--- src/hdl/bst_pkg.sv ---
// Constants, codes and state encoding for the boundary-scan test port
// Functional notes
// - Test reset release leaves controller in Test-Logic-Reset with identification instruction.
// - Five rising test clocks with mode select high reach Test-Logic-Reset.
// - Controller advances only on rising test clock, steered by mode select.
// - Select-DR goes Capture-DR on low, Select-IR on high; registers hold.
// - Capture-DR loads selected register if allowed; then Shift-DR low, Exit1-DR high.
// - Shift-DR shifts selected register one stage per rising edge; others hold.
// - Exit1-DR goes Update-DR on high, Pause-DR on low.
// - Pause-DR holds registers; stays on low, Exit2-DR on high.
// - Exit2-DR goes Update-DR on high, back to Shift-DR on low.
// - Update-DR falling edge latches shift path; then Idle low, Select-DR high.
// - Select-IR goes Capture-IR on low, Test-Logic-Reset on high.
// - Capture-IR loads 001 into instruction shifter; Exit1-IR high, Shift-IR low.
// - Shift-IR shifts instruction one stage per edge; Exit1-IR on high.
// - Exit1-IR, Pause-IR, Exit2-IR follow the standard instruction branch.
// - Falling edge in Update-IR makes shifted instruction current.
// - Sample/preload captures inputs in Capture-DR without disturbing operation.
// - Extest drives outputs from boundary latches updated on Update-DR falling edge.
// - Bypass puts one-bit register between serial in and out.
// - Idcode loads identification code in Capture-DR, shifts it out.
// - Highz floats all outputs and selects bypass.
// - Clamp holds outputs from boundary latches with bypass selected.
package bst_pkg;
   localparam int IR_W = 3;
   localparam logic [2:0] IR_EXTEST  = 3'h0;
   localparam logic [2:0] IR_IDCODE  = 3'h1;
   localparam logic [2:0] IR_SAMPLE  = 3'h2;
   localparam logic [2:0] IR_CLAMP   = 3'h3;
   localparam logic [2:0] IR_HIGHZ   = 3'h4;
   localparam logic [2:0] IR_BYPASS  = 3'h7;
   localparam logic [2:0] IR_CAPTURE = 3'h1;
   localparam int TLR_CLKS = 5;
   localparam int SYNC_STAGES = 2;
   // Identification fields, values arbitrary
   localparam logic [3:0]  ID_VERSION = 4'hA;
   localparam logic [15:0] ID_PART    = 16'h5C3E;
   localparam logic [10:0] ID_MAKER   = 11'h2B5;

   typedef enum logic [15:0] {
      ST_TLR    = 16'h0001,
      ST_IDLE   = 16'h0002,
      ST_SEL_DR = 16'h0004,
      ST_CAP_DR = 16'h0008,
      ST_SH_DR  = 16'h0010,
      ST_EX1_DR = 16'h0020,
      ST_PAU_DR = 16'h0040,
      ST_EX2_DR = 16'h0080,
      ST_UPD_DR = 16'h0100,
      ST_SEL_IR = 16'h0200,
      ST_CAP_IR = 16'h0400,
      ST_SH_IR  = 16'h0800,
      ST_EX1_IR = 16'h1000,
      ST_PAU_IR = 16'h2000,
      ST_EX2_IR = 16'h4000,
      ST_UPD_IR = 16'h8000
   } bst_state_t;

   function automatic logic sel_bsr(input logic [2:0] ir);
      sel_bsr = (ir == IR_EXTEST) || (ir == IR_SAMPLE);
   endfunction

   function automatic logic drive_bsr(input logic [2:0] ir);
      drive_bsr = (ir == IR_EXTEST) || (ir == IR_CLAMP);
   endfunction
endpackage

--- src/hdl/bst_sync.sv ---
// Two-stage synchroniser for pin inputs
`timescale 1ns/100ps
module bst_sync #(
   parameter int W = 1
) (
   input  wire logic         clk_i,
   input  wire logic         rst_i,
   input  wire logic [W-1:0] d_i,
   output logic      [W-1:0] q_o
);
   logic [W-1:0] meta_q;

   if (W < 1) begin : g_chk
      $error("bst_sync needs at least one bit");
   end

   always_ff @(posedge clk_i or posedge rst_i) begin
      if (rst_i) begin
         meta_q <= '0;
         q_o    <= '0;
      end else begin
         meta_q <= d_i;
         q_o    <= meta_q;
      end
   end
endmodule

--- src/hdl/bst_ctrl.sv ---
// Sixteen-state test port controller
`timescale 1ns/100ps
module bst_ctrl (
   input  wire logic          clk_i,
   input  wire logic          rst_i,
   input  wire logic          trst_n_i,
   input  wire logic          tck_rise_i,
   input  wire logic          tms_i,
   output bst_pkg::bst_state_t state_o
);
   bst_pkg::bst_state_t nxt;

   always_comb begin
      case (state_o)
         bst_pkg::ST_TLR:    nxt = tms_i ? bst_pkg::ST_TLR    : bst_pkg::ST_IDLE;
         bst_pkg::ST_IDLE:   nxt = tms_i ? bst_pkg::ST_SEL_DR : bst_pkg::ST_IDLE;
         bst_pkg::ST_SEL_DR: nxt = tms_i ? bst_pkg::ST_SEL_IR : bst_pkg::ST_CAP_DR;
         bst_pkg::ST_CAP_DR: nxt = tms_i ? bst_pkg::ST_EX1_DR : bst_pkg::ST_SH_DR;
         bst_pkg::ST_SH_DR:  nxt = tms_i ? bst_pkg::ST_EX1_DR : bst_pkg::ST_SH_DR;
         bst_pkg::ST_EX1_DR: nxt = tms_i ? bst_pkg::ST_UPD_DR : bst_pkg::ST_PAU_DR;
         bst_pkg::ST_PAU_DR: nxt = tms_i ? bst_pkg::ST_EX2_DR : bst_pkg::ST_PAU_DR;
         bst_pkg::ST_EX2_DR: nxt = tms_i ? bst_pkg::ST_UPD_DR : bst_pkg::ST_SH_DR;
         bst_pkg::ST_UPD_DR: nxt = tms_i ? bst_pkg::ST_SEL_DR : bst_pkg::ST_IDLE;
         bst_pkg::ST_SEL_IR: nxt = tms_i ? bst_pkg::ST_TLR    : bst_pkg::ST_CAP_IR;
         bst_pkg::ST_CAP_IR: nxt = tms_i ? bst_pkg::ST_EX1_IR : bst_pkg::ST_SH_IR;
         bst_pkg::ST_SH_IR:  nxt = tms_i ? bst_pkg::ST_EX1_IR : bst_pkg::ST_SH_IR;
         bst_pkg::ST_EX1_IR: nxt = tms_i ? bst_pkg::ST_UPD_IR : bst_pkg::ST_PAU_IR;
         bst_pkg::ST_PAU_IR: nxt = tms_i ? bst_pkg::ST_EX2_IR : bst_pkg::ST_PAU_IR;
         bst_pkg::ST_EX2_IR: nxt = tms_i ? bst_pkg::ST_UPD_IR : bst_pkg::ST_SH_IR;
         bst_pkg::ST_UPD_IR: nxt = tms_i ? bst_pkg::ST_SEL_DR : bst_pkg::ST_IDLE;
         default:            nxt = bst_pkg::ST_TLR;
      endcase
   end

   // Test reset acts as a synchronous force once synchronised
   always_ff @(posedge clk_i or posedge rst_i) begin
      if (rst_i) begin
         state_o <= bst_pkg::ST_TLR;
      end else if (!trst_n_i) begin
         state_o <= bst_pkg::ST_TLR;
      end else if (tck_rise_i) begin
         state_o <= nxt;
      end
   end
endmodule

--- src/hdl/bst_tap.sv ---
// Boundary-scan test access port with instruction and data registers
`timescale 1ns/100ps
module bst_tap #(
   parameter int N_IN  = 8,
   parameter int N_OUT = 8
) (
   input  wire logic             MCLK_I,
   input  wire logic             RESET_I,
   input  wire logic             TEST_CLOCK_IN_I,
   input  wire logic             TEST_MODE_SELECT_I,
   input  wire logic             TEST_SERIAL_IN_I,
   input  wire logic             TEST_RESET_N_I,
   input  wire logic [N_IN-1:0]  PIN_IN_I,
   input  wire logic [N_OUT-1:0] CORE_OUT_I,
   input  wire logic [N_OUT-1:0] CORE_OE_N_I,
   output logic      [N_IN-1:0]  CORE_IN_O,
   output logic      [N_OUT-1:0] PIN_O,
   output logic      [N_OUT-1:0] PIN_OE_N_O,
   output logic                  TEST_SERIAL_OUT_O,
   output logic                  TEST_SERIAL_OUT_OE_N_O
);
   localparam int BSR_LEN = N_IN + N_OUT;
   localparam int ID_W    = 32;
   localparam logic [ID_W-1:0] ID_CODE =
      {bst_pkg::ID_VERSION, bst_pkg::ID_PART, bst_pkg::ID_MAKER, 1'b1};

   if (N_IN < 1 || N_OUT < 1) begin : g_chk
      $error("bst_tap needs at least one input and one output cell");
   end

   // Pin synchronisation
   logic [N_IN+3:0] sync_s;
   logic            tck_s;
   logic            tms_s;
   logic            tdi_s;
   logic            trst_n_s;
   logic [N_IN-1:0] pin_in_s;

   bst_sync #(
      .W (N_IN + 4)
   ) u_sync (
      .clk_i (MCLK_I),
      .rst_i (RESET_I),
      .d_i   ({PIN_IN_I, TEST_RESET_N_I, TEST_SERIAL_IN_I,
               TEST_MODE_SELECT_I, TEST_CLOCK_IN_I}),
      .q_o   (sync_s)
   );

   assign tck_s    = sync_s[0];
   assign tms_s    = sync_s[1];
   assign tdi_s    = sync_s[2];
   assign trst_n_s = sync_s[3];
   assign pin_in_s = sync_s[N_IN+3:4];

   // Test clock edges seen on the system clock
   logic tck_d_q;
   logic tck_rise;
   logic tck_fall;

   always_ff @(posedge MCLK_I or posedge RESET_I) begin
      if (RESET_I) begin
         tck_d_q <= 1'b0;
      end else begin
         tck_d_q <= tck_s;
      end
   end

   assign tck_rise = tck_s & ~tck_d_q;
   assign tck_fall = ~tck_s & tck_d_q;

   // Controller
   bst_pkg::bst_state_t state;

   bst_ctrl u_ctrl (
      .clk_i      (MCLK_I),
      .rst_i      (RESET_I),
      .trst_n_i   (trst_n_s),
      .tck_rise_i (tck_rise),
      .tms_i      (tms_s),
      .state_o    (state)
   );

   // State decodes
   wire st_tlr    = (state == bst_pkg::ST_TLR);
   wire st_cap_dr = (state == bst_pkg::ST_CAP_DR);
   wire st_sh_dr  = (state == bst_pkg::ST_SH_DR);
   wire st_upd_dr = (state == bst_pkg::ST_UPD_DR);
   wire st_cap_ir = (state == bst_pkg::ST_CAP_IR);
   wire st_sh_ir  = (state == bst_pkg::ST_SH_IR);
   wire st_upd_ir = (state == bst_pkg::ST_UPD_IR);
   wire st_idle     = (state == bst_pkg::ST_IDLE);
   wire st_sel_dr_w = (state == bst_pkg::ST_SEL_DR);
   wire st_pau_dr_w = (state == bst_pkg::ST_PAU_DR);
   wire st_sel_ir   = (state == bst_pkg::ST_SEL_IR);

   // Instruction register
   logic [bst_pkg::IR_W-1:0] ir_sr_q;
   logic [bst_pkg::IR_W-1:0] ir_q;

   always_ff @(posedge MCLK_I or posedge RESET_I) begin
      if (RESET_I) begin
         ir_sr_q <= bst_pkg::IR_CAPTURE;
      end else if (tck_rise && st_cap_ir) begin
         ir_sr_q <= bst_pkg::IR_CAPTURE;
      end else if (tck_rise && st_sh_ir) begin
         ir_sr_q <= {tdi_s, ir_sr_q[bst_pkg::IR_W-1:1]};
      end
   end

   // Reset forces the identification instruction; update happens on a falling edge
   always_ff @(posedge MCLK_I or posedge RESET_I) begin
      if (RESET_I) begin
         ir_q <= bst_pkg::IR_IDCODE;
      end else if (!trst_n_s || st_tlr) begin
         ir_q <= bst_pkg::IR_IDCODE;
      end else if (tck_fall && st_upd_ir) begin
         ir_q <= ir_sr_q;
      end
   end

   // Data register selection, unassigned codes fall to bypass
   wire sel_bsr = bst_pkg::sel_bsr(ir_q);
   wire sel_id  = (ir_q == bst_pkg::IR_IDCODE);
   wire sel_byp = !sel_bsr && !sel_id;

   // Boundary, identification and bypass registers
   logic [BSR_LEN-1:0] bsr_sr_q;
   logic [BSR_LEN-1:0] bsr_upd_q;
   logic [ID_W-1:0]    id_sr_q;
   logic               byp_q;

   always_ff @(posedge MCLK_I or posedge RESET_I) begin
      if (RESET_I) begin
         bsr_sr_q <= '0;
      end else if (tck_rise && st_cap_dr && sel_bsr) begin
         bsr_sr_q <= {CORE_OUT_I, pin_in_s};
      end else if (tck_rise && st_sh_dr && sel_bsr) begin
         bsr_sr_q <= {tdi_s, bsr_sr_q[BSR_LEN-1:1]};
      end
   end

   // Update latch shields the pins from shifting activity
   always_ff @(posedge MCLK_I or posedge RESET_I) begin
      if (RESET_I) begin
         bsr_upd_q <= '0;
      end else if (tck_fall && st_upd_dr && sel_bsr) begin
         bsr_upd_q <= bsr_sr_q;
      end
   end

   always_ff @(posedge MCLK_I or posedge RESET_I) begin
      if (RESET_I) begin
         id_sr_q <= '0;
      end else if (tck_rise && st_cap_dr && sel_id) begin
         id_sr_q <= ID_CODE;
      end else if (tck_rise && st_sh_dr && sel_id) begin
         id_sr_q <= {tdi_s, id_sr_q[ID_W-1:1]};
      end
   end

   always_ff @(posedge MCLK_I or posedge RESET_I) begin
      if (RESET_I) begin
         byp_q <= 1'b0;
      end else if (tck_rise && st_cap_dr && sel_byp) begin
         byp_q <= 1'b0;
      end else if (tck_rise && st_sh_dr && sel_byp) begin
         byp_q <= tdi_s;
      end
   end

   // Serial out mux
   wire dr_bit  = sel_bsr ? bsr_sr_q[0] : (sel_id ? id_sr_q[0] : byp_q);
   wire tdo_bit = st_sh_ir ? ir_sr_q[0] : dr_bit;

   always_ff @(posedge MCLK_I or posedge RESET_I) begin
      if (RESET_I) begin
         TEST_SERIAL_OUT_O      <= 1'b0;
         TEST_SERIAL_OUT_OE_N_O <= 1'b1;
      end else if (tck_fall) begin
         TEST_SERIAL_OUT_O      <= tdo_bit;
         TEST_SERIAL_OUT_OE_N_O <= !(st_sh_dr || st_sh_ir);
      end
   end

   // Pin drive selection, follows the current instruction
   wire             mode_hiz = (ir_q == bst_pkg::IR_HIGHZ);
   wire             mode_bsr = bst_pkg::drive_bsr(ir_q);
   wire [N_OUT-1:0] upd_out  = bsr_upd_q[BSR_LEN-1:N_IN];
   wire [N_OUT-1:0] pin_d    = mode_bsr ? upd_out : CORE_OUT_I;
   wire [N_OUT-1:0] oe_n_d   = mode_hiz ? {N_OUT{1'b1}} :
                               (mode_bsr ? {N_OUT{1'b0}} : CORE_OE_N_I);

   // Sample/preload leaves the core path untouched
   always_ff @(posedge MCLK_I or posedge RESET_I) begin
      if (RESET_I) begin
         PIN_O      <= '0;
         PIN_OE_N_O <= '1;
         CORE_IN_O  <= '0;
      end else begin
         PIN_O      <= pin_d;
         PIN_OE_N_O <= oe_n_d;
         CORE_IN_O  <= pin_in_s;
      end
   end

   // Checks
   logic [2:0] tms_run_q;

   always_ff @(posedge MCLK_I or posedge RESET_I) begin
      if (RESET_I) begin
         tms_run_q <= '0;
      end else if (tck_rise) begin
         if (!tms_s) begin
            tms_run_q <= '0;
         end else if (tms_run_q != 3'h7) begin
            tms_run_q <= tms_run_q + 3'h1;
         end
      end
   end
endmodule

--- config.mk ---
export PLATFORM = sky130hd
export DESIGN_NAME = bst_tap
export DESIGN_NICKNAME = d
export VERILOG_FILES = /design/src/hdl/bst_pkg.sv /design/src/hdl/bst_sync.sv /design/src/hdl/bst_ctrl.sv /design/src/hdl/bst_tap.sv
export SDC_FILE = /design/constraint.sdc
export NUM_CORES = 1
export LEC_CHECK = 0
export ABC_AREA = 1
export BUFFER_PORTS_ARGS = -buffer_cell sky130_fd_sc_hd__buf_4
export CAP_MARGIN = 15
export CORE_MARGIN = 5
export CORE_UTILIZATION = 38
export DETAILED_ROUTE_END_ITERATION = 12
export GPL_TIMING_DRIVEN = 0
export PLACE_DENSITY = 0.64
export SYNTH_ARGS = -nofsm -noshare
export SYNTH_HDL_FRONTEND = slang
export SYNTH_SLANG_ARGS = --single-unit
--- constraint.sdc ---
create_clock -name MCLK_I -period 5.59 [get_ports MCLK_I]
set_clock_uncertainty 0.2 [all_clocks]
set_input_delay 0.559 -clock MCLK_I [delete_from_list [all_inputs] [get_ports MCLK_I]]
set_output_delay 0.559 -clock MCLK_I [all_outputs]
set_load 0.02 [all_outputs]
==> results.toml <==
[routing]
vias = 4094
drt_iter0_drc = 339
viasPerCell = 4.87
firstDrtPassIters = 5
detail_route.drc_violations = 0
ant_nets = 0
drt-wirelength-per-cell_um = 13.7
drt-total-wl_um = 11500

[clock_network]
cts_buffers = 17
cts_setup_buffers = 0
cts_sinks = 130
clock_latency_ns = 0.42
ctsRootBufferMaster = "clkbuf_16"
cts_tree = "built"
post_cts_resized = 0
cts.reportedPaths.clkPinSlew_ns = 0.06
clock_path_buffers = 2
hold_buffers = 1
htree_num_levels = 4

[die]
core-area_sq_mm = 0.0140
die-area_sq_mm = 0.0169
ioPinCount = 56
fp.dieW_um = 130
die_h_um = 130
fp-row-count = 43
initial_utilization = 0.390

[synthesis]
ys_ff_latch = 130
synth_nets = 601
yosys_warnings = 0
avgSynthCellArea_sq_um = 9.55
ys_seq_area_frac = 0.599
ys_types = 31
syn_inst = 571
netlist_area_sq_mm = 0.00546

[flow_run]
maxCapViolCount = 0

[layout]
diodes = 0
syn_to_final_growth_pct = 24.4
final_common_cell = "nand2_1"
design_area_sq_mm = 0.00679
final_nets = 677
layout-drive-gt1-share = 0.238
layout_common_cells = "127 x nand2_1, 118 x dfrtp_1, 67 x inv_1"

[grt]
grt_pass1_wl_um = 19500
grt_pass1_vias = 4179
antenna_found_initial = 0
grt_max_degree = 94
grt_usage = 0.146
grt-ovfl-total = 0

[setup_path]
reg2regPathDepth = 8
cp_cell_sequence = "nor2_2 > nand2_2 > nor2_4 > nand3_1 > nor2_1 > nand2_1 > buf_2 > o21ai_0"
critPathKind = "flop to flop"
arrival_ns = 2.25
critPathSlowestCell = "dfrtp_1"
start_kind = "flop"
endpoint_kind = "flop"
required_ns = 5.71
path_max_fanout = 10
critical-path-max-stage-delay_ns = 0.40

[timing]
max_freq_ghz = 0.469
fin_crit_sh = 0.382
slew_headroom = 0.652
min_period_ns = 2.13
tightest_slew_ns = 0.523
setup_violations = 0
slew_violations = 0
setup_tns_ns = 0
fin_ws_ns = 3.46
hold_violations = 0
rsz0062_at_grt = "false"

[power_and_ir_drop]
ir_worst_vdd_mv = 0.261
p_per_area_mw_per_mm2 = 339
p_leak_nw = 3.31

[placement]
place_congestion = 0.870
dp_slack_ns = 3.47
dp_hpwl_um = 7830
place_area_sq_mm = 0.00613
port_buffers = 55

[min_path]
hold_class = "input port to flop"
holdPathStages = 1

[run_status]
status = "completed"
-- layer usage --
metal / wire [um] / global-route usage / up-vias
li1: - / - / 2000
met1: 5200 / 0.188 / 1979
met3: 665 / 0.0409 / 17
met4: 191 / 0.0672 / 0
met5: 0 / 0 / -
met2: 5480 / 0.232 / 98
-- power by group --
part	total, mW	switching (mW)	internal [mW]
combinational	0.107	0.0661	0.0412
clock	1.22	0.412	0.803
sequential	0.976	0.00948	0.967
-- flip-flops by register name, summed over array words and instances, names as in the netlist, 3 cells and up --
signal,flops
CORE_IN_O,8
PIN_O,8
PIN_OE_N_O,8
bsr_sr_q,16
bsr_upd_q,8
id_sr_q,32
ir_q,3
ir_sr_q,3
u_ctrl.state_o,16
u_sync.meta_q,12
u_sync.q_o,12
-- cells by family (layout without fill, tap and decap cells) --
logic type	Yosys count	in the layout	share of synthesized area
flip-flops	130	130	0.599
buffers and inverters	89	178	0.0764
AO/OA/AOI/OAI	107	107	0.120
AND/OR/NAND/NOR	245	245	0.204
-- synth_stat cells --
| library cell | n | share of area |
|---|---|---|
| nand3_1 | 41 | 0.038 |
| inv_1 | 68 | 0.047 |
| a21oi_1 | 7 | 0.0064 |
| nor2_2 | 6 | 0.0069 |
| nor3b_1 | 1 | 0.0014 |
| a22o_1 | 2 | 0.0032 |
| nor2_1 | 44 | 0.030 |
| nand2_2 | 5 | 0.0057 |
| or2_2 | 1 | 0.0011 |
| buf_6 | 8 | 0.017 |
| clkbuf_1 | 3 | 0.0021 |
| dfstp_2 | 12 | 0.058 |
| o22ai_1 | 10 | 0.011 |
| a211oi_1 | 1 | 0.0014 |
| o21ai_0 | 37 | 0.034 |
| buf_4 | 2 | 0.0028 |
| clkinv_4 | 1 | 0.0016 |
| nand2_4 | 6 | 0.012 |
| inv_4 | 1 | 0.0011 |
| o31ai_1 | 9 | 0.012 |
| nor2_8 | 1 | 0.0037 |
| o21ai_1 | 19 | 0.017 |
| nand2_1 | 127 | 0.087 |
| dfrtp_1 | 118 | 0.54 |
| nor2_4 | 4 | 0.0083 |
| nor3_1 | 6 | 0.0055 |
| o21ai_2 | 16 | 0.026 |
| o211ai_1 | 4 | 0.0055 |
| buf_2 | 6 | 0.0055 |
| nand3b_1 | 3 | 0.0041 |
| a22oi_1 | 2 | 0.0028 |
-- per-stage QoR --
stage	total power [mW]	utilization	hold slack [ns]	cells
after floorplan	1.05	-	0.131	571
after global placement	1.10	0.436	0.132	806
after detailed placement	1.10	0.438	0.136	807
after CTS	2.32	0.485	0.0326	840
after global routing	2.38	0.485	0.0248	840
final	2.30	0.485	0.0439	840
-- path summary, 6_finish.rpt --
| check | startpoint | to | slack [ns] |
|---|---|---|---|
| min in group asynchronous | RESET_I | CORE_IN_O[7]$_DFF_PP0_ | 0.49 |
| max in group asynchronous | RESET_I | u_ctrl.state_o[0]$_DFFE_PP1P_ | 3.92 |
| worst max-delay path | u_ctrl.state_o[4]$_DFFE_PP0P_ | bsr_upd_q[10]$_DFFE_PP0P_ | 3.46 |
| worst min register to register | u_sync.meta_q[0]$_DFF_PP0_ | u_sync.q_o[0]$_DFF_PP0_ | 0.14 |
| worst min-delay path | PIN_IN_I[6] | u_sync.meta_q[10]$_DFF_PP0_ | 0.04 |
| worst max register to register | u_ctrl.state_o[4]$_DFFE_PP0P_ | bsr_upd_q[10]$_DFFE_PP0P_ | 3.46 |
-- cell type report --
class / instances / area (sq um)
Sequential cell: 130 / 3270
Inverter: 70 / 275
Timing Repair Buffer: 57 / 450
Clock inverter: 13 / 206
Clock buffer: 19 / 443
Tap cell: 180 / 225
Buffer: 19 / 146
Multi-Input combinational cell: 352 / 1770
Fill cell: 1301 / 7200
-- worst max-delay path, delay by kind of cell (launching register included) --
| family | cells | cell delay, ns |
|---|---|---|
| AND/OR/NAND/NOR | 6 | 0.98 |
| flip-flops | 1 | 0.40 |
| buffers and inverters | 1 | 0.26 |
| AO/OA/AOI/OAI | 1 | 0.20 |
Power figures use the tool's default switching activity.
